$ cat src/include/asrc_defines.vh
// Timing constants and geometry for the asynchronous static memory controller
`ifndef ASRC_DEFINES_VH
`define ASRC_DEFINES_VH
// ==========================================================
// Geometry
`define ASRC_ADDR_W 17
`define ASRC_DATA_W 8
// ==========================================================
// Clock period in ns
`define ASRC_CLK_NS 10
// ==========================================================
// Timing figures in ns, slowest grade as default
`define ASRC_READ_PERIOD_MIN_NS 120
`define ASRC_ADDRESS_TO_DATA_DELAY_NS 120
`define ASRC_OUTPUT_DRIVE_ACCESS_DELAY_NS 50
`define ASRC_DRIVE_OFF_TO_FLOAT_NS 40
`define ASRC_WRITE_PERIOD_MIN_NS 120
`define ASRC_WRITE_PULSE_MIN_NS 70
`define ASRC_ADDRESS_TO_WRITE_END_NS 85
`define ASRC_DATA_SETUP_TO_WRITE_END_NS 45
`define ASRC_WRITE_RECOVERY_MIN_NS 5
`define ASRC_RETENTION_EXIT_RECOVERY_NS 120
// ==========================================================
// Least times rounded up to whole cycles
`define ASRC_CYC_UP(ns) (((ns) + `ASRC_CLK_NS - 1) / `ASRC_CLK_NS)
`endif

$ cat src/verilog/asrc_timer.v
// Down-counting wait timer used for the float-turnaround wait of the controller
`timescale 1ns/1ps
module asrc_timer #(
  parameter W = 8
) (
  ref_clk,
  rst_n,
  load,
  load_value,
  done
);
  input wire ref_clk;
  input wire rst_n;
  input wire load;
  input wire [W-1:0] load_value;
  output reg done;

  reg [W-1:0] count;

  // ==========================================================
  // Counter
  // Done rises the cycle after count reaches one, so a load of N waits N cycles
  always @(posedge ref_clk or negedge rst_n) begin
    if (!rst_n) begin
      count <= {W{1'b0}};
      done <= 1'b1;
    end else if (load) begin
      count <= load_value;
      done <= (load_value == {W{1'b0}});
    end else if (count != {W{1'b0}}) begin
      count <= count - {{(W-1){1'b0}}, 1'b1};
      done <= (count == {{(W-1){1'b0}}, 1'b1});
    end
  end
endmodule

$ cat src/verilog/asrc_ctrl.v
// Host-side controller driving an asynchronous 128K x 8 static memory
// ==========================================================
// Overview of operation
// - Write strobe stays high during reads
// - Address valid no later than select assertion
// - Write cycle lasts at least write period
// - Write strobe held low for pulse minimum
// - Address and selects valid before write end
// - Write data valid setup before write end
// - Address steady for recovery after write
// - Never drive data while memory drives it
// - Wait one read period after retention exit
`timescale 1ns/1ps
`include "asrc_defines.vh"
module asrc_ctrl #(
  parameter AW = `ASRC_ADDR_W,
  parameter DW = `ASRC_DATA_W,
  parameter TW = 8
) (
  ref_clk,
  arst_n,
  req_valid,
  req_write,
  req_addr,
  req_wdata,
  req_ready,
  rsp_valid,
  rsp_rdata,
  retention_req,
  retention_active,
  mem_addr,
  select_one_n,
  select_two_high,
  output_enable_n,
  write_strobe_n,
  mem_data_in,
  mem_data_out,
  mem_data_oe
);
  input wire ref_clk;
  input wire arst_n;
  input wire req_valid;
  input wire req_write;
  input wire [AW-1:0] req_addr;
  input wire [DW-1:0] req_wdata;
  output reg req_ready;
  output reg rsp_valid;
  output reg [DW-1:0] rsp_rdata;
  input wire retention_req;
  output reg retention_active;
  output reg [AW-1:0] mem_addr;
  output reg select_one_n;
  output reg select_two_high;
  output reg output_enable_n;
  output reg write_strobe_n;
  input wire [DW-1:0] mem_data_in;
  output reg [DW-1:0] mem_data_out;
  output reg mem_data_oe;

  // ==========================================================
  // Least time in ns to whole cycles; cut to counter width on purpose
  function [TW-1:0] cyc_up;
    input integer ns;
    integer cycles;
    begin
      cycles = `ASRC_CYC_UP(ns);
      cyc_up = cycles[TW-1:0];
    end
  endfunction

  // Cycle counts, least times rounded up
  localparam [TW-1:0] RD_ACCESS = cyc_up(`ASRC_ADDRESS_TO_DATA_DELAY_NS);
  localparam [TW-1:0] RD_PERIOD = cyc_up(`ASRC_READ_PERIOD_MIN_NS);
  localparam [TW-1:0] OE_ACCESS = cyc_up(`ASRC_OUTPUT_DRIVE_ACCESS_DELAY_NS);
  localparam [TW-1:0] FLOAT_WAIT = cyc_up(`ASRC_DRIVE_OFF_TO_FLOAT_NS);
  localparam [TW-1:0] WR_PULSE = cyc_up(`ASRC_WRITE_PULSE_MIN_NS);
  localparam [TW-1:0] WR_ADDR_END = cyc_up(`ASRC_ADDRESS_TO_WRITE_END_NS);
  localparam [TW-1:0] WR_DATA_END = cyc_up(`ASRC_DATA_SETUP_TO_WRITE_END_NS);
  localparam [TW-1:0] WR_RECOVER = cyc_up(`ASRC_WRITE_RECOVERY_MIN_NS);
  localparam [TW-1:0] WR_PERIOD = cyc_up(`ASRC_WRITE_PERIOD_MIN_NS);
  localparam [TW-1:0] RET_RECOVER = cyc_up(`ASRC_RETENTION_EXIT_RECOVERY_NS);

  // ==========================================================
  // States
  localparam [2:0] ST_IDLE = 3'h0;
  localparam [2:0] ST_RD = 3'h1;
  localparam [2:0] ST_RD_END = 3'h2;
  localparam [2:0] ST_WR_SETUP = 3'h3;
  localparam [2:0] ST_WR = 3'h4;
  localparam [2:0] ST_WR_END = 3'h5;
  localparam [2:0] ST_RET = 3'h6;
  localparam [2:0] ST_RET_EXIT = 3'h7;

  // Larger of two counts
  function [TW-1:0] max_cyc;
    input [TW-1:0] a;
    input [TW-1:0] b;
    begin
      max_cyc = (a > b) ? a : b;
    end
  endfunction

  // Write low time must satisfy pulse, address and data setup together
  localparam [TW-1:0] WR_LOW = (WR_PULSE > WR_ADDR_END) ?
    ((WR_PULSE > WR_DATA_END) ? WR_PULSE : WR_DATA_END) :
    ((WR_ADDR_END > WR_DATA_END) ? WR_ADDR_END : WR_DATA_END);

  reg rst_meta;
  reg rst_n;
  reg [2:0] state;
  reg [2:0] next_state;
  reg [TW-1:0] cycle_count;
  reg [TW-1:0] next_cycle_count;
  reg tmr_load;
  reg [TW-1:0] tmr_value;
  wire tmr_done;

  // ==========================================================
  // Reset release through two flip-flops
  always @(posedge ref_clk or negedge arst_n) begin
    if (!arst_n) begin
      rst_meta <= 1'b0;
      rst_n <= 1'b0;
    end else begin
      rst_meta <= 1'b1;
      rst_n <= rst_meta;
    end
  end

  // Float-turnaround wait after reads; one shared timer
  asrc_timer #(.W(TW)) u_turn (
    .ref_clk(ref_clk),
    .rst_n(rst_n),
    .load(tmr_load),
    .load_value(tmr_value),
    .done(tmr_done)
  );

  // ==========================================================
  // Next-state logic
  always @* begin
    next_state = state;
    next_cycle_count = cycle_count + {{(TW-1){1'b0}}, 1'b1};
    tmr_load = 1'b0;
    tmr_value = FLOAT_WAIT;
    case (state)
      ST_IDLE: begin
        next_cycle_count = {TW{1'b0}};
        if (retention_req) begin
          next_state = ST_RET;
        end else if (req_valid && req_ready) begin
          // Write waits until memory outputs have floated
          next_state = req_write ? ST_WR_SETUP : ST_RD;
        end
      end
      ST_RD: begin
        // Sample after both address and enable access times
        if (cycle_count + {{(TW-1){1'b0}}, 1'b1} >= max_cyc(RD_ACCESS, OE_ACCESS)) begin
          next_state = ST_RD_END;
        end
      end
      ST_RD_END: begin
        // Hold cycle to fill read period, then deselect with float wait
        if (cycle_count + {{(TW-1){1'b0}}, 1'b1} >= RD_PERIOD) begin
          next_state = ST_IDLE;
          tmr_load = 1'b1;
        end
      end
      ST_WR_SETUP: begin
        if (tmr_done) begin
          next_state = ST_WR;
          next_cycle_count = {TW{1'b0}};
        end
      end
      ST_WR: begin
        // Strobe low long enough for pulse, address and data setup
        if (cycle_count + {{(TW-1){1'b0}}, 1'b1} >= WR_LOW) begin
          next_state = ST_WR_END;
          next_cycle_count = {TW{1'b0}};
        end
      end
      ST_WR_END: begin
        // Address held for recovery and whole write period
        if ((cycle_count + {{(TW-1){1'b0}}, 1'b1} >= WR_RECOVER) &&
            (cycle_count + WR_LOW + {{(TW-1){1'b0}}, 1'b1} >= WR_PERIOD)) begin
          next_state = ST_IDLE;
        end
      end
      ST_RET: begin
        next_cycle_count = {TW{1'b0}};
        if (!retention_req) begin
          next_state = ST_RET_EXIT;
        end
      end
      ST_RET_EXIT: begin
        // No access for a read period after retention
        if (cycle_count + {{(TW-1){1'b0}}, 1'b1} >= RET_RECOVER) begin
          next_state = ST_IDLE;
        end
      end
      default: begin
        next_state = ST_IDLE;
      end
    endcase
  end

  // ==========================================================
  // State and memory pins, all registered
  always @(posedge ref_clk or negedge rst_n) begin
    if (!rst_n) begin
      state <= ST_IDLE;
      cycle_count <= {TW{1'b0}};
      req_ready <= 1'b0;
      rsp_valid <= 1'b0;
      rsp_rdata <= {DW{1'b0}};
      retention_active <= 1'b0;
      mem_addr <= {AW{1'b0}};
      select_one_n <= 1'b1;
      select_two_high <= 1'b0;
      output_enable_n <= 1'b1;
      write_strobe_n <= 1'b1;
      mem_data_out <= {DW{1'b0}};
      mem_data_oe <= 1'b0;
    end else begin
      state <= next_state;
      cycle_count <= next_cycle_count;
      rsp_valid <= 1'b0;
      req_ready <= (next_state == ST_IDLE) && !retention_req;
      retention_active <= (next_state == ST_RET);
      if (state == ST_IDLE && req_valid && req_ready && !retention_req) begin
        // Address placed with selects, never after
        mem_addr <= req_addr;
        mem_data_out <= req_wdata;
      end
      case (next_state)
        ST_RD, ST_RD_END: begin
          // Selected read: strobe high, enable low, bus released
          select_one_n <= 1'b0;
          select_two_high <= 1'b1;
          output_enable_n <= 1'b0;
          write_strobe_n <= 1'b1;
          mem_data_oe <= 1'b0;
        end
        ST_WR_SETUP: begin
          // Selected, enable off, not yet driving
          select_one_n <= 1'b0;
          select_two_high <= 1'b1;
          output_enable_n <= 1'b1;
          write_strobe_n <= 1'b1;
          mem_data_oe <= 1'b0;
        end
        ST_WR: begin
          // Strobe low floats memory outputs, so drive data
          select_one_n <= 1'b0;
          select_two_high <= 1'b1;
          output_enable_n <= 1'b1;
          write_strobe_n <= 1'b0;
          mem_data_oe <= 1'b1;
        end
        ST_WR_END: begin
          // Strobe ends write; data dropped at once since hold is zero
          select_one_n <= 1'b0;
          select_two_high <= 1'b1;
          output_enable_n <= 1'b1;
          write_strobe_n <= 1'b1;
          mem_data_oe <= 1'b0;
        end
        default: begin
          // Deselected: memory floats, retention may start at once
          select_one_n <= 1'b1;
          select_two_high <= 1'b0;
          output_enable_n <= 1'b1;
          write_strobe_n <= 1'b1;
          mem_data_oe <= 1'b0;
        end
      endcase
      // Capture before address moves; old data is still held
      if (state == ST_RD && next_state == ST_RD_END) begin
        rsp_rdata <= mem_data_in;
        rsp_valid <= 1'b1;
      end
    end
  end
endmodule

$ cat config.mk
export PLATFORM = sky130hd
export DESIGN_NAME = asrc_ctrl
export DESIGN_NICKNAME = d
export VERILOG_FILES = /design/src/verilog/asrc_timer.v /design/src/verilog/asrc_ctrl.v
export VERILOG_INCLUDE_DIRS = /design/src /design/src/include
export SDC_FILE = /design/constraint.sdc
export NUM_CORES = 1
export LEC_CHECK = 0
export BUFFER_PORTS_ARGS = -buffer_cell sky130_fd_sc_hd__buf_4
export CELL_PAD_IN_SITES_DETAIL_PLACEMENT = 0
export CELL_PAD_IN_SITES_GLOBAL_PLACEMENT = 1
export CORE_ASPECT_RATIO = 0.75
export CORE_MARGIN = 5
export CORE_UTILIZATION = 41
export DETAILED_ROUTE_END_ITERATION = 8
export GPL_TIMING_DRIVEN = 0
export PLACE_DENSITY_LB_ADDON = 0.1
export SLEW_MARGIN = 20
export SYNTH_ARGS = -nofsm -noshare
export SYNTH_HDL_FRONTEND = slang
export SYNTH_HIERARCHICAL = 1
export SYNTH_SLANG_ARGS = --single-unit
$ cat constraint.sdc
create_clock -name ref_clk -period 2.6 [get_ports ref_clk]
set_input_delay 0 -clock ref_clk [delete_from_list [all_inputs] [get_ports ref_clk]]
set_output_delay 0 -clock ref_clk [all_outputs]
set_load 0.05 [all_outputs]
; ---- Word level (Yosys, flattened, before mapping)
; Cells that the tools add are included.
; Widths: inputs -> output; s select.
[totals]
output_inout_bits = 41
input_bits = 38
regBits = 63
word_cells = 80
[op_classes]
magnitude_cmp = 4
n_mux = 25
eq_ne = 14
reduce_logical = 16
add_sub_neg = 4
[ops]
columns = op, n
row1 = $mux 8, 4
row2 = $ge 8x4->1 const B, 3
row3 = $mux 3, 8
row4 = $pmux 8 s3, 1
row5 = $eq 3x3->1 const B, 7
row6 = $pmux 3 s7, 1
row7 = $add 8x1->8 const B, 2
row8 = $eq 3x2->1 const B, 4
row9 = $mux 1, 10
row10 = $add 8x4->8 const B, 1
row11 = $eq 8x1->1 const B, 1
row12 = $ge 8x1->1 const B, 1
row13 = $reduce_bool 8->1, 1
row14 = $sub 8x1->8 const B, 1
row15 = $logic_and 1x1->1, 7
row16 = $eq 3x1->1 const B, 2
row17 = $logic_not 3->1, 2
row18 = $reduce_or 2->1, 3
row19 = $reduce_or 5->1, 1
row20 = $mux 2, 1
row21 = $reduce_bool 2->1, 1
row22 = $logic_not 1->1, 1

; ---- Depth between registers and ports, before layout
; Gate-level depths: netlist (run 1).
[logic_depth]
depth_word = 9
ltp_mapped = 10
depth_no_buf = 10

; ---- Cells and area by module
; The synthesis (run 1) kept the hierarchy.
[modules_own_cells]
columns = mod, area_per_inst_um2, cells_each, instances
row1 = asrc_ctrl, 2443.6, 201, 1
row2 = asrc_timer, 559.3, 60, 1

; ---- Worst setup path after synthesis (run 1)
; Ideal clock, no wire load.
[synth_timing]
path_type = flip-flop to flip-flop
start = register cycle_count[1]
end = register u_turn.count[7]
setup_time_ns = 0.132
arrival_time_ns = 2.332
t_required_ns = 2.468
setup_slack_ns = 0.136
stages_incl_launch_ff = 11
cell_sequence = dfrtp_1 ha_1 nand2_1 or3_1 nand4_4 nor2_1 nor3_1 inv_1 clkbuf_1 o21ai_0 a21oi_2
[synth_between]
elab_chain_len = 5
elab_cells_between_ends = 6
[synth_rtl]
columns = item, line
row1 = "start, declared", asrc_ctrl.v:112  ; reg [TW-1:0] cycle_count;
row2 = "start signal, assigned", asrc_ctrl.v:212  ; cycle_count <= {TW{1'b0}};
row3 = "start signal, assigned", asrc_ctrl.v:226  ; cycle_count <= next_cycle_count;
row4 = $add 8x1->8 *, asrc_ctrl.v:164  ; if (cycle_count + {{(TW-1){1'b0}}, 1'b1} >= RD_PERIOD) begin
row5 = $ge 8x4->1 *, asrc_ctrl.v:164
row6 = $mux 1 *, asrc_ctrl.v:164
row7 = $mux 1 *, asrc_ctrl.v:146  ; case (state)
row8 = via tmr_load, asrc_ctrl.v:114  ; reg tmr_load;
row9 = $mux 8 / $reduce_bool 2->1 (equally long branches), --
row10 = "end signal, assigned", asrc_timer.v:25  ; count <= {W{1'b0}};
row11 = "end signal, assigned", asrc_timer.v:28  ; count <= load_value;
row12 = "end signal, assigned", asrc_timer.v:31  ; count <= count - {{(W-1){1'b0}}, 1'b1};
row13 = "end, declared", asrc_timer.v:18  ; reg [W-1:0] count;
; Mark *: on every way through the listed nets, which the timed path passes. The rest lies on a longest branch.
; A chain may end at the register's enable or synchronous reset.

; ---- Worst setup path in the final report (run 1)
[layout_timing]
start = register cycle_count[1]
end = register write_strobe_n
[layout_between]
elab_chain_len = 8
elab_cells_between_ends = 15
[layout_rtl]
columns = item, line
row1 = $add 8x4->8, asrc_ctrl.v:185  ; (cycle_count + WR_LOW + {{(TW-1){1'b0}}, 1'b1} >= WR_PERIOD)) begin
row2 = $add 8x1->8, asrc_ctrl.v:185
row3 = $ge 8x4->1, asrc_ctrl.v:185
row4 = $logic_and 1x1->1, asrc_ctrl.v:184  ; if ((cycle_count + {{(TW-1){1'b0}}, 1'b1} >= WR_RECOVER) &&
row5 = $mux 3, asrc_ctrl.v:184
row6 = $pmux 3 s7 *, asrc_ctrl.v:146
row7 = via next_state[0], asrc_ctrl.v:111  ; reg [2:0] next_state;
row8 = $eq 3x3->1 *, asrc_ctrl.v:235  ; case (next_state)
row9 = $mux 1 *, asrc_ctrl.v:235
row10 = "end signal, assigned", asrc_ctrl.v:241  ; write_strobe_n <= 1'b1;
row11 = "end signal, assigned", asrc_ctrl.v:249  ; write_strobe_n <= 1'b1;
row12 = "end signal, assigned", asrc_ctrl.v:257  ; write_strobe_n <= 1'b0;
row13 = "end, declared", asrc_ctrl.v:55  ; output reg write_strobe_n;
; Marks and branches as above.

==> impl_metrics.tcl, run 1 <==
set metrics [dict create \
    outcome "finished, final reports clean" \
    synth_top_family_by_area "simple AND/OR/NAND/NOR gates" \
    cts.path.max_buffers 2 \
    die_w_um 109 \
    relSlewSlack 0.572 \
    cts_tree "yes" \
    endpoint_kind "flip-flop" \
    grtUsageMet1 0.221 \
    cts-buffers-inserted 9 \
    crit_slowest_cell "dfrtp_2" \
    vias_per_cell 4.72 \
    syn_inst 261 \
    clk_latency_ns 0.34 \
    ant_nets 0 \
    synth_xor_area_frac 0.0292 \
    synth_top_area_share 0.492 \
    diodes 0 \
    grt_start_max_net_pins 44 \
    drive_above_1_share 0.396 \
    fmax_mhz 392 \
    power_density_nw_per_um2 1180 \
    placed_cells 455 \
    cp_common_cell "or3_1" \
    root_buffer "clkbuf_8" \
    setup_viol 0 \
    final.min_clock_period_ns 2.55 \
    gr-total-overflow 0 \
    critPathBufInv 0 \
    tightest_slew_ns 0.639 \
    finalWorstSetupSlack_ns 0.0491 \
    fin_nets 452 \
    drc 0 \
    yosys-top-cells-area "dfrtp_1, mux2_2, dfstp_2" \
    areaGrowthSynthToFinish_pct 49.0 \
    async_flop_share 1.00 \
    syn_area_sq_um 3000 \
    first_global_vias 2413 \
    hp-class "flip-flop to async pin" \
    first_pass_iters 4 \
    arrival_ns 2.81 \
    p_leak_nw 2.11 \
    fin_util 0.619 \
    hold_violations 0 \
    core-area_sq_um 7230 \
    slowest_delay_ns 0.43 \
    synth-simple-area-share 0.148 \
    drv_cap 0 \
    seqCellArea_sq_um 1590 \
    synth_top_area_cell "dfrtp_1" \
    portBuffers 78 \
    fin_cells 513 \
    synth_cell_types 54 \
    vias 2423 \
    irDropWorstVdd_uv 718 \
    dp_slack_ns -0.364 \
    grt_pass1_wl_um 11700 \
    initial_core_util 0.415 \
    gr-max-usage-layer "met2" \
    wire_per_inst_um 13.8 \
    worstPathCellList "ha_1, nand3_2, o21ai_4, nand4_4, or3_1, a211oi_2, o32ai_4, or3_1" \
    h-tree-depth 3 \
    globalplace.congestion 0.813 \
    die_area_sq_um 9150 \
    crit_family "simple AND/OR/NAND/NOR gates" \
    totalWireLength_um 7090 \
    avgSynthCellArea_sq_um 11.5 \
    grt_use_met2 0.246 \
    period_share 0.981 \
    gr-usage-met3 0.0449 \
    ioPinCount 79 \
    yosysSeqAreaShare 0.527 \
    rows 27 \
    synth_edf_count 0 \
    yosysWarnings 6 \
    crit_path_max_fanout 8 \
    antenna_found_initial 0 \
    dr.first_iter.drc_count 117 \
    clock-sinks 63 \
    synth-main-ff-cell "dfrtp_1" \
    track_usage 0.162 \
    fin_skew_ns 0.00707 \
    hold_slack_ns 0.214 \
    synth_fa_ha_area_frac 0.0292 \
    synth_mux_area_frac 0.127 \
    clkTransAtPathRegs_ns 0.07 \
    crit_required_ns 2.86 \
    finalSetupTns_ns 0 \
    die_y_um 84.1 \
    synth_compound_area_frac 0.110 \
    crit_type "flip-flop to flip-flop" \
    fillers 665 \
    ys_seq_elements 63 \
    rrSetupSlack_ns 0.05 \
    dp_hpwl_um 4650 \
    final_max_slew_viol_count 0 \
    critPathLaunchType "flip-flop" \
    multi_input_area_sq_um 1460 \
]
==> per-stage QoR <==
step / area, sq um / power (W)
2_1_floorplan: 3060 / 0.00355
3_3_place_gp: 3770 / 0.00424
3_5_place_dp: 3800 / 0.00428
4_1_cts: 4390 / 0.00523
5_1_grt: 4470 / 0.00562
6_report: 4470 / 0.00527
==> registers in the layout (all words and copies together) (netlist names) <==
name / cells
rsp_valid: 1
mem_addr: 17
state: 3
select_two_high: 1
cycle_count: 8
retention_active: 1
req_ready: 1
select_one_n: 1
rsp_rdata: 8
rst_n: 1
output_enable_n: 1
mem_data_oe: 1
u_turn/done: 1
rst_meta: 1
write_strobe_n: 1
u_turn/count: 8
mem_data_out: 8
==> synthesized netlist by cell type (all sizes together) (3+ instances only) <==
cell / n
clkbuf: 5
buf: 3
xnor2: 5
xor2: 5
dfstp: 4
nand3: 5
mux2: 33
a21oi: 15
nor3: 8
nor2: 23
nand4: 3
inv: 13
ha: 7
o21ai: 13
nand2b: 3
nand2: 16
nor4: 4
or3: 7
dfrtp: 59
==> cell type report <==
| type | count | share of cell area |
|---|---|---|
| Tap cell | 101 | 0.0282 |
| Sequential cell | 63 | 0.355 |
| Clock buffer | 10 | 0.0308 |
| Clock inverter | 6 | 0.0134 |
| Multi-Input combinational cell | 191 | 0.326 |
| Timing Repair Buffer | 121 | 0.228 |
| Buffer | 8 | 0.00783 |
| Inverter | 13 | 0.0109 |
==> power by group <==
part	switching, W	internal [W]	leakage (nW)
clock network	0.000380	0.000463	0.0981
registers	0.000270	0.00137	0.795
logic	0.00175	0.00104	1.22
==> cells by family after synthesis <==
kind of cell / count (synthesis)
buffers and inverters: 21
AO/OA/AOI/OAI: 46
AND/OR/NAND/NOR: 78
adder cells (fa/ha/maj): 7
flip-flops: 63
XOR/XNOR: 10
multiplexers: 34
other: 2
==> cells in the final DEF (no fill, tap or decap), types with 2 or more instances in the layout <==
| cell | synthesis | routed |
|---|---|---|
| buf_4 | 0 | 84 |
| dfrtp_1 | 59 | 56 |
| dlygate4sd3_1 | 0 | 36 |
| mux2_2 | 25 | 25 |
| nor2_1 | 22 | 21 |
| conb_1 | 2 | 16 |
| nand2_1 | 16 | 15 |
| a21oi_1 | 14 | 14 |
| inv_1 | 13 | 13 |
| o21ai_0 | 11 | 10 |
| clkbuf_8 | 0 | 10 |
| mux2_1 | 8 | 8 |
| ha_1 | 7 | 7 |
| xnor2_1 | 5 | 5 |
| nor3_1 | 7 | 5 |
| clkbuf_1 | 5 | 4 |
| or3_1 | 6 | 4 |
| dfstp_2 | 4 | 4 |
| buf_2 | 3 | 3 |
| nor4_1 | 3 | 3 |
| or3_4 | 1 | 3 |
| xor2_2 | 0 | 3 |
| nand2b_1 | 3 | 3 |
| clkinv_2 | 0 | 3 |
| a31oi_1 | 2 | 2 |
| nand3_2 | 0 | 2 |
| nand4_1 | 2 | 2 |
| nand3_1 | 4 | 2 |
| o211ai_1 | 2 | 2 |
| nor3b_1 | 2 | 2 |
| clkinvlp_4 | 0 | 2 |
| dfrtp_2 | 0 | 2 |
| nor3_2 | 1 | 2 |
| xor2_1 | 5 | 2 |
==> per-layer routing <==
layer | part of all wire | vias to the layer above
met5 | 0 | -
met4 | 0.013 | 0
met3 | 0.048 | 10
met2 | 0.47 | 54
met1 | 0.47 | 1160
li1 | - | 1199
==> path summary, 6_finish.rpt <==
path | from | to | depth (start not counted)
min reg2reg | rst_n | u_turn/count[5] | 0
min | rst_n | u_turn/count[5] | 0
max in group asynchronous | rst_n | select_one_n | 1
min in group ref_clk | rst_meta | rst_n | 0
max reg2reg | cycle_count[1] | write_strobe_n | 8
max | cycle_count[1] | write_strobe_n | 8
==> timing repair <==
action	in CTS	in global routing
hold buffers	36	0
cloned	0	0
endpoints found under the hold margin	36	0
resized for setup	6	12
setup buffers	1	5
pin swaps	1	5
endpoints found under the setup margin	18	18
(Power assumes the default switching activity.)
==> run 2: changes to the inputs <==
--- a/config.mk
+++ b/config.mk
@@ -9,7 +9,7 @@
 export BUFFER_PORTS_ARGS = -buffer_cell sky130_fd_sc_hd__buf_4
 export CELL_PAD_IN_SITES_DETAIL_PLACEMENT = 0
 export CELL_PAD_IN_SITES_GLOBAL_PLACEMENT = 1
-export CORE_ASPECT_RATIO = 0.75
+export CORE_ASPECT_RATIO = 0.5
 export CORE_MARGIN = 5
 export CORE_UTILIZATION = 41
 export DETAILED_ROUTE_END_ITERATION = 8
==> impl_metrics.tcl, run 2 (synthesis gave the netlist of run 1 again) <==
set metrics [dict create \
    outcome "finished, final reports clean" \
    relSlewSlack 0.595 \
    fin_util 0.638 \
    core-area_sq_um 7210 \
    first_global_vias 2485 \
    rows 22 \
    die_y_um 70.5 \
    drv_cap 0 \
    crit_type "flip-flop to flip-flop" \
    wire_per_inst_um 14.1 \
    ant_nets 0 \
    grt_start_max_net_pins 53 \
    h-tree-depth 3 \
    root_buffer "clkbuf_16" \
    clk_latency_ns 0.33 \
    first_pass_iters 4 \
    total_power_w 0.00570 \
    swShare 0.430 \
    fin_cells 509 \
    globalplace.congestion 0.773 \
    largest_register_ffs 17 \
    crit_required_ns 2.80 \
    cts-buffers-inserted 9 \
    gr-total-overflow 0 \
    ioPinCount 79 \
    track_usage 0.166 \
    clkPwrFrac 0.218 \
    drive_above_1_share 0.397 \
    setup_viol 0 \
    dp_hpwl_um 4950 \
    dr.first_iter.drc_count 156 \
    areaGrowthSynthToFinish_pct 53.3 \
    fin_nets 453 \
    finalSetupTns_ns 0 \
    final_max_slew_viol_count 0 \
    endpoint_kind "flip-flop" \
    intPower_w 0.00325 \
    vias_per_cell 4.88 \
    cts_tree "yes" \
    grt_pass1_wl_um 12100 \
    hp-class "flip-flop to async pin" \
    crit_path_max_fanout 9 \
    switching_power_w 0.00245 \
    final.min_clock_period_ns 2.49 \
    die_w_um 131 \
    clock-sinks 63 \
    final_cell_mix "buf_4, dfrtp_1, dlygate4sd3_1" \
    pwr-share-seq 0.287 \
    arrival_ns 2.69 \
    p_leak_nw 2.16 \
    die_area_sq_um 9240 \
    largest-register "mem_addr" \
    cts.path.max_buffers 2 \
    irDropWorstVdd_uv 666 \
    antenna_found_initial 0 \
    diodes 0 \
    vias 2484 \
    layout_commonest_cell "buf_4" \
    critPathLaunchType "flip-flop" \
    period_share 0.956 \
    fin_skew_ns 0.00501 \
    hold_violations 0 \
    fmax_mhz 402 \
    placed_cells 450 \
    portBuffers 78 \
    comb_power_share 0.495 \
    tightest_slew_ns 0.604 \
    power_density_nw_per_um2 1240 \
    drc 0 \
    totalWireLength_um 7180 \
    clkTransAtPathRegs_ns 0.05 \
    initial_core_util 0.416 \
]
[run 2: cell types whose count changed in the layout (fill, tap and decap cells not counted), moves of 2 or more]
| cell | delta |
|---|---|
| buf_4 | +2 |
| clkbuf_16 | +9 |
| clkbuf_8 | -10 |
| ha_1 | -2 |
| ha_2 | +2 |
[run 2: final cells by class]
| class | count | area (sq um) |
|---|---|---|
| Fill cell | 574 | 2610 |
| Sequential cell | 63 | 1590 |
| Multi-Input combinational cell | 191 | 1470 |
| Timing Repair Buffer | 122 | 1030 |
| Clock buffer | 10 | 229 |
| Tap cell | 96 | 120 |
| Clock inverter | 6 | 85.1 |
| Inverter | 13 | 48.8 |
| Buffer | 8 | 37.5 |
[run 2: power by group through the flow]
stage | Sequential (W) | Clock [W] | Combinational, W
2_1_floorplan | 0.00245 | 0 | 0.00110
4_1_cts | 0.00164 | 0.00128 | 0.00273
6_report | 0.00164 | 0.00125 | 0.00282
5_1_grt | 0.00169 | 0.00133 | 0.00302
3_3_place_gp | 0.00165 | 0 | 0.00258
3_5_place_dp | 0.00165 | 0 | 0.00265
[run 2: worst max-delay path: stages, from the launching register on]
cell,delay [ns]
dfrtp_2,0.42
ha_2,0.22
nand2_1,0.11
or3_4,0.40
nand4_4,0.14
nor2_2,0.09
buf_4,0.15
or3_1,0.30
buf_4,0.19
mux2_1,0.33
[run 2: per-stage QoR]
stage	instance area, sq um	setup WS, ns	hold WS (ns)
after global placement	3760	-0.366	-0.218
after global routing	4600	-0.0383	0.178
after floorplan	3060	0.136	-0.296
after CTS	4490	-0.00286	0.169
final	4600	0.114	0.163
after detailed placement	3790	-0.378	-0.215
[run 2: what timing repair did]
action / in CTS / in global routing
endpoints found under the hold margin: 36 / 0
resized for setup: 4 / 17
hold buffers: 36 / 0
endpoints found under the setup margin: 9 / 33
setup buffers: 1 / 6
pin swaps: 4 / 6
[run 2: routing by layer]
layer | vias up | track usage | routed length, um
li1 | 1208 | - | -
met1 | 1216 | 0.208 | 2920
met2 | 52 | 0.274 | 3780
met3 | 8 | 0.0565 | 412
met4 | 0 | 0.0479 | 63
met5 | - | 0 | 0
[run 2: path summary, 6_finish.rpt]
kind	startpoint	endpoint	slack, ns	cells after the start
worst max-delay path	cycle_count[1]	rsp_rdata[0]	0.11	9
worst min-delay path	rst_n	mem_addr[4]	0.16	0
worst max register to register	cycle_count[1]	rsp_rdata[0]	0.11	9
max in group asynchronous	rst_n	u_turn/done	1.89	1
min in group ref_clk	rst_meta	rst_n	0.35	0
worst min register to register	rst_n	mem_addr[4]	0.16	0
==> run 3: changes to the inputs <==
--- a/config.mk
+++ b/config.mk
@@ -10,7 +10,6 @@
 export CELL_PAD_IN_SITES_DETAIL_PLACEMENT = 0
 export CELL_PAD_IN_SITES_GLOBAL_PLACEMENT = 1
 export CORE_ASPECT_RATIO = 0.5
-export CORE_MARGIN = 5
 export CORE_UTILIZATION = 41
 export DETAILED_ROUTE_END_ITERATION = 8
 export GPL_TIMING_DRIVEN = 0
==> impl_metrics.tcl, run 3 (synthesis gave the netlist of run 1 again) <==
set metrics [dict create \
    outcome "finished, final reports clean" \
    relSlewSlack 0.586 \
    die_y_um 62.5 \
    regToRegStartpoint "cycle_count[1]" \
    slowest_delay_ns 0.41 \
    fin_nets 450 \
    final_cell_mix "buf_4, dfrtp_1, dlygate4sd3_1" \
    rrSetupSlack_ns 0.13 \
    first_global_vias 2541 \
    crit_type "flip-flop to flip-flop" \
    largest_register_ffs 17 \
    arrival_ns 2.68 \
    crit_slowest_cell "dfrtp_2" \
    rows 21 \
    rsz0062_at_grt "no" \
    vias_per_cell 4.83 \
    placed_cell_area_sq_um 3790 \
    cts-buffers-inserted 9 \
    layout_commonest_cell "buf_4" \
    hp-class "flip-flop to async pin" \
    root_buffer "clkbuf_16" \
    dp_slack_ns -0.434 \
    crit_path_max_fanout 9 \
    dp_hpwl_um 4660 \
    drive_above_1_share 0.393 \
    final_area_sq_um 4640 \
    clkTransAtPathRegs_ns 0.05 \
    irDropWorstVdd_uv 827 \
    fin_skew_ns 0.00232 \
    areaGrowthSynthToFinish_pct 54.7 \
    diodes 0 \
    cts.path.max_buffers 2 \
    r2r_cells 9 \
    critPathLaunchType "flip-flop" \
    period_share 0.951 \
    h-tree-depth 3 \
    drv_cap 0 \
    grt_pass1_wl_um 11900 \
    final_max_slew_viol_count 0 \
    core-area_sq_um 6880 \
    finalWorstSetupSlack_ns 0.127 \
    hold_violations 0 \
    worstPathCellList "ha_2, nand2_1, or3_4, nand4_4, nor2_2, buf_4, or3_1, buf_4, mux2_1" \
    clk_latency_ns 0.33 \
    p_leak_nw 2.18 \
    ant_nets 0 \
    largest-register "mem_addr" \
    crit_required_ns 2.80 \
    wire_per_inst_um 13.5 \
    clock-sinks 63 \
    drc 0 \
    die_area_sq_um 7690 \
    die_w_um 123 \
    tightest_slew_ns 0.617 \
    final.min_clock_period_ns 2.47 \
    track_usage 0.202 \
    totalWireLength_um 6800 \
    setup_viol 0 \
    portBuffers 78 \
    endpoint_kind "flip-flop" \
    power_density_nw_per_um2 1270 \
    reg2reg_to "rsp_rdata[2]" \
    antenna_found_initial 0 \
    cts_tree "yes" \
    ioPinCount 79 \
    vias 2424 \
    globalplace.congestion 0.812 \
    initial_core_util 0.436 \
    dr.first_iter.drc_count 63 \
    first_pass_iters 4 \
    fmax_mhz 404 \
    cp_common_cell "buf_4" \
    gr-total-overflow 0 \
    grt_start_max_net_pins 45 \
]
-- run 3: cell count changes in the layout (fill, tap and decap cells not counted), moves of 2 or more --
cell / delta
clkbuf_8: +2
bufinv_16: +2
clkinv_2: -2
buf_4: -3
-- run 3: how the worst max path moves through the flow --
stage | cells after the start | slack (ns) | start | endpoint
after global routing | 8 | 0.008 | cycle_count[1] | write_strobe_n
after detailed placement | 10 | -0.43 | cycle_count[1] | u_turn/count[7]
after global placement | 10 | -0.37 | cycle_count[1] | u_turn/count[7]
final | 9 | 0.13 | cycle_count[1] | rsp_rdata[2]
after floorplan | 10 | 0.14 | cycle_count[1] | u_turn/count[7]
after CTS | 9 | 0.009 | cycle_count[0] | rsp_rdata[3]
-- run 3: report_power, final --
| part | internal [W] | switching (W) | leakage [nW] | total (W) |
|---|---|---|---|---|
| sequential | 0.00137 | 0.000265 | 0.795 | 0.00164 |
| clock | 0.00108 | 0.000416 | 0.182 | 0.00150 |
| combinational | 0.00103 | 0.00175 | 1.21 | 0.00278 |
-- run 3: metrics by stage --
step / TNS, ns / hold slack, ns / std cells / utilization / power, W
2_1_floorplan: 0 / -0.296 / 275 / - / 0.00355
3_3_place_gp: -2.24 / -0.218 / 445 / 0.546 / 0.00422
3_5_place_dp: -2.88 / -0.217 / 446 / 0.550 / 0.00428
4_1_cts: 0 / 0.217 / 499 / 0.662 / 0.00589
5_1_grt: 0 / 0.233 / 502 / 0.675 / 0.00626
6_report: 0 / 0.204 / 502 / 0.675 / 0.00592
-- run 3: timing repair --
item	in CTS	in global routing
setup endpoints to repair	12	31
endpoints found under the hold margin	36	0
setup buffers	1	3
cloned	0	0
gates resized for setup	5	17
hold buffers	36	0
pin swaps	2	4
-- run 3: critical path, delay by kind of cell, from the launching register on --
kind                     cells  cell delay [ns]
AND/OR/NAND/NOR              5             1.04
flip-flops                   1             0.41
buffers and inverters        2             0.36
multiplexers                 1             0.32
adder cells (fa/ha/maj)      1             0.21
-- run 3: layout make-up --
| class | instances | area [sq um] |
|---|---|---|
| Multi-Input combinational cell | 191 | 1470 |
| Inverter | 13 | 48.8 |
| Clock inverter | 5 | 128 |
| Sequential cell | 63 | 1590 |
| Fill cell | 522 | 2240 |
| Timing Repair Buffer | 119 | 1000 |
| Tap cell | 92 | 115 |
| Buffer | 8 | 37.5 |
| Clock buffer | 11 | 253 |
-- run 3: routing by layer --
metal,track usage,vias up,wire [um]
li1,-,1190,-
met1,0.250,1183,3010
met2,0.333,41,3440
met3,0.0639,10,245
met4,0.0738,0,106
met5,0,-,0
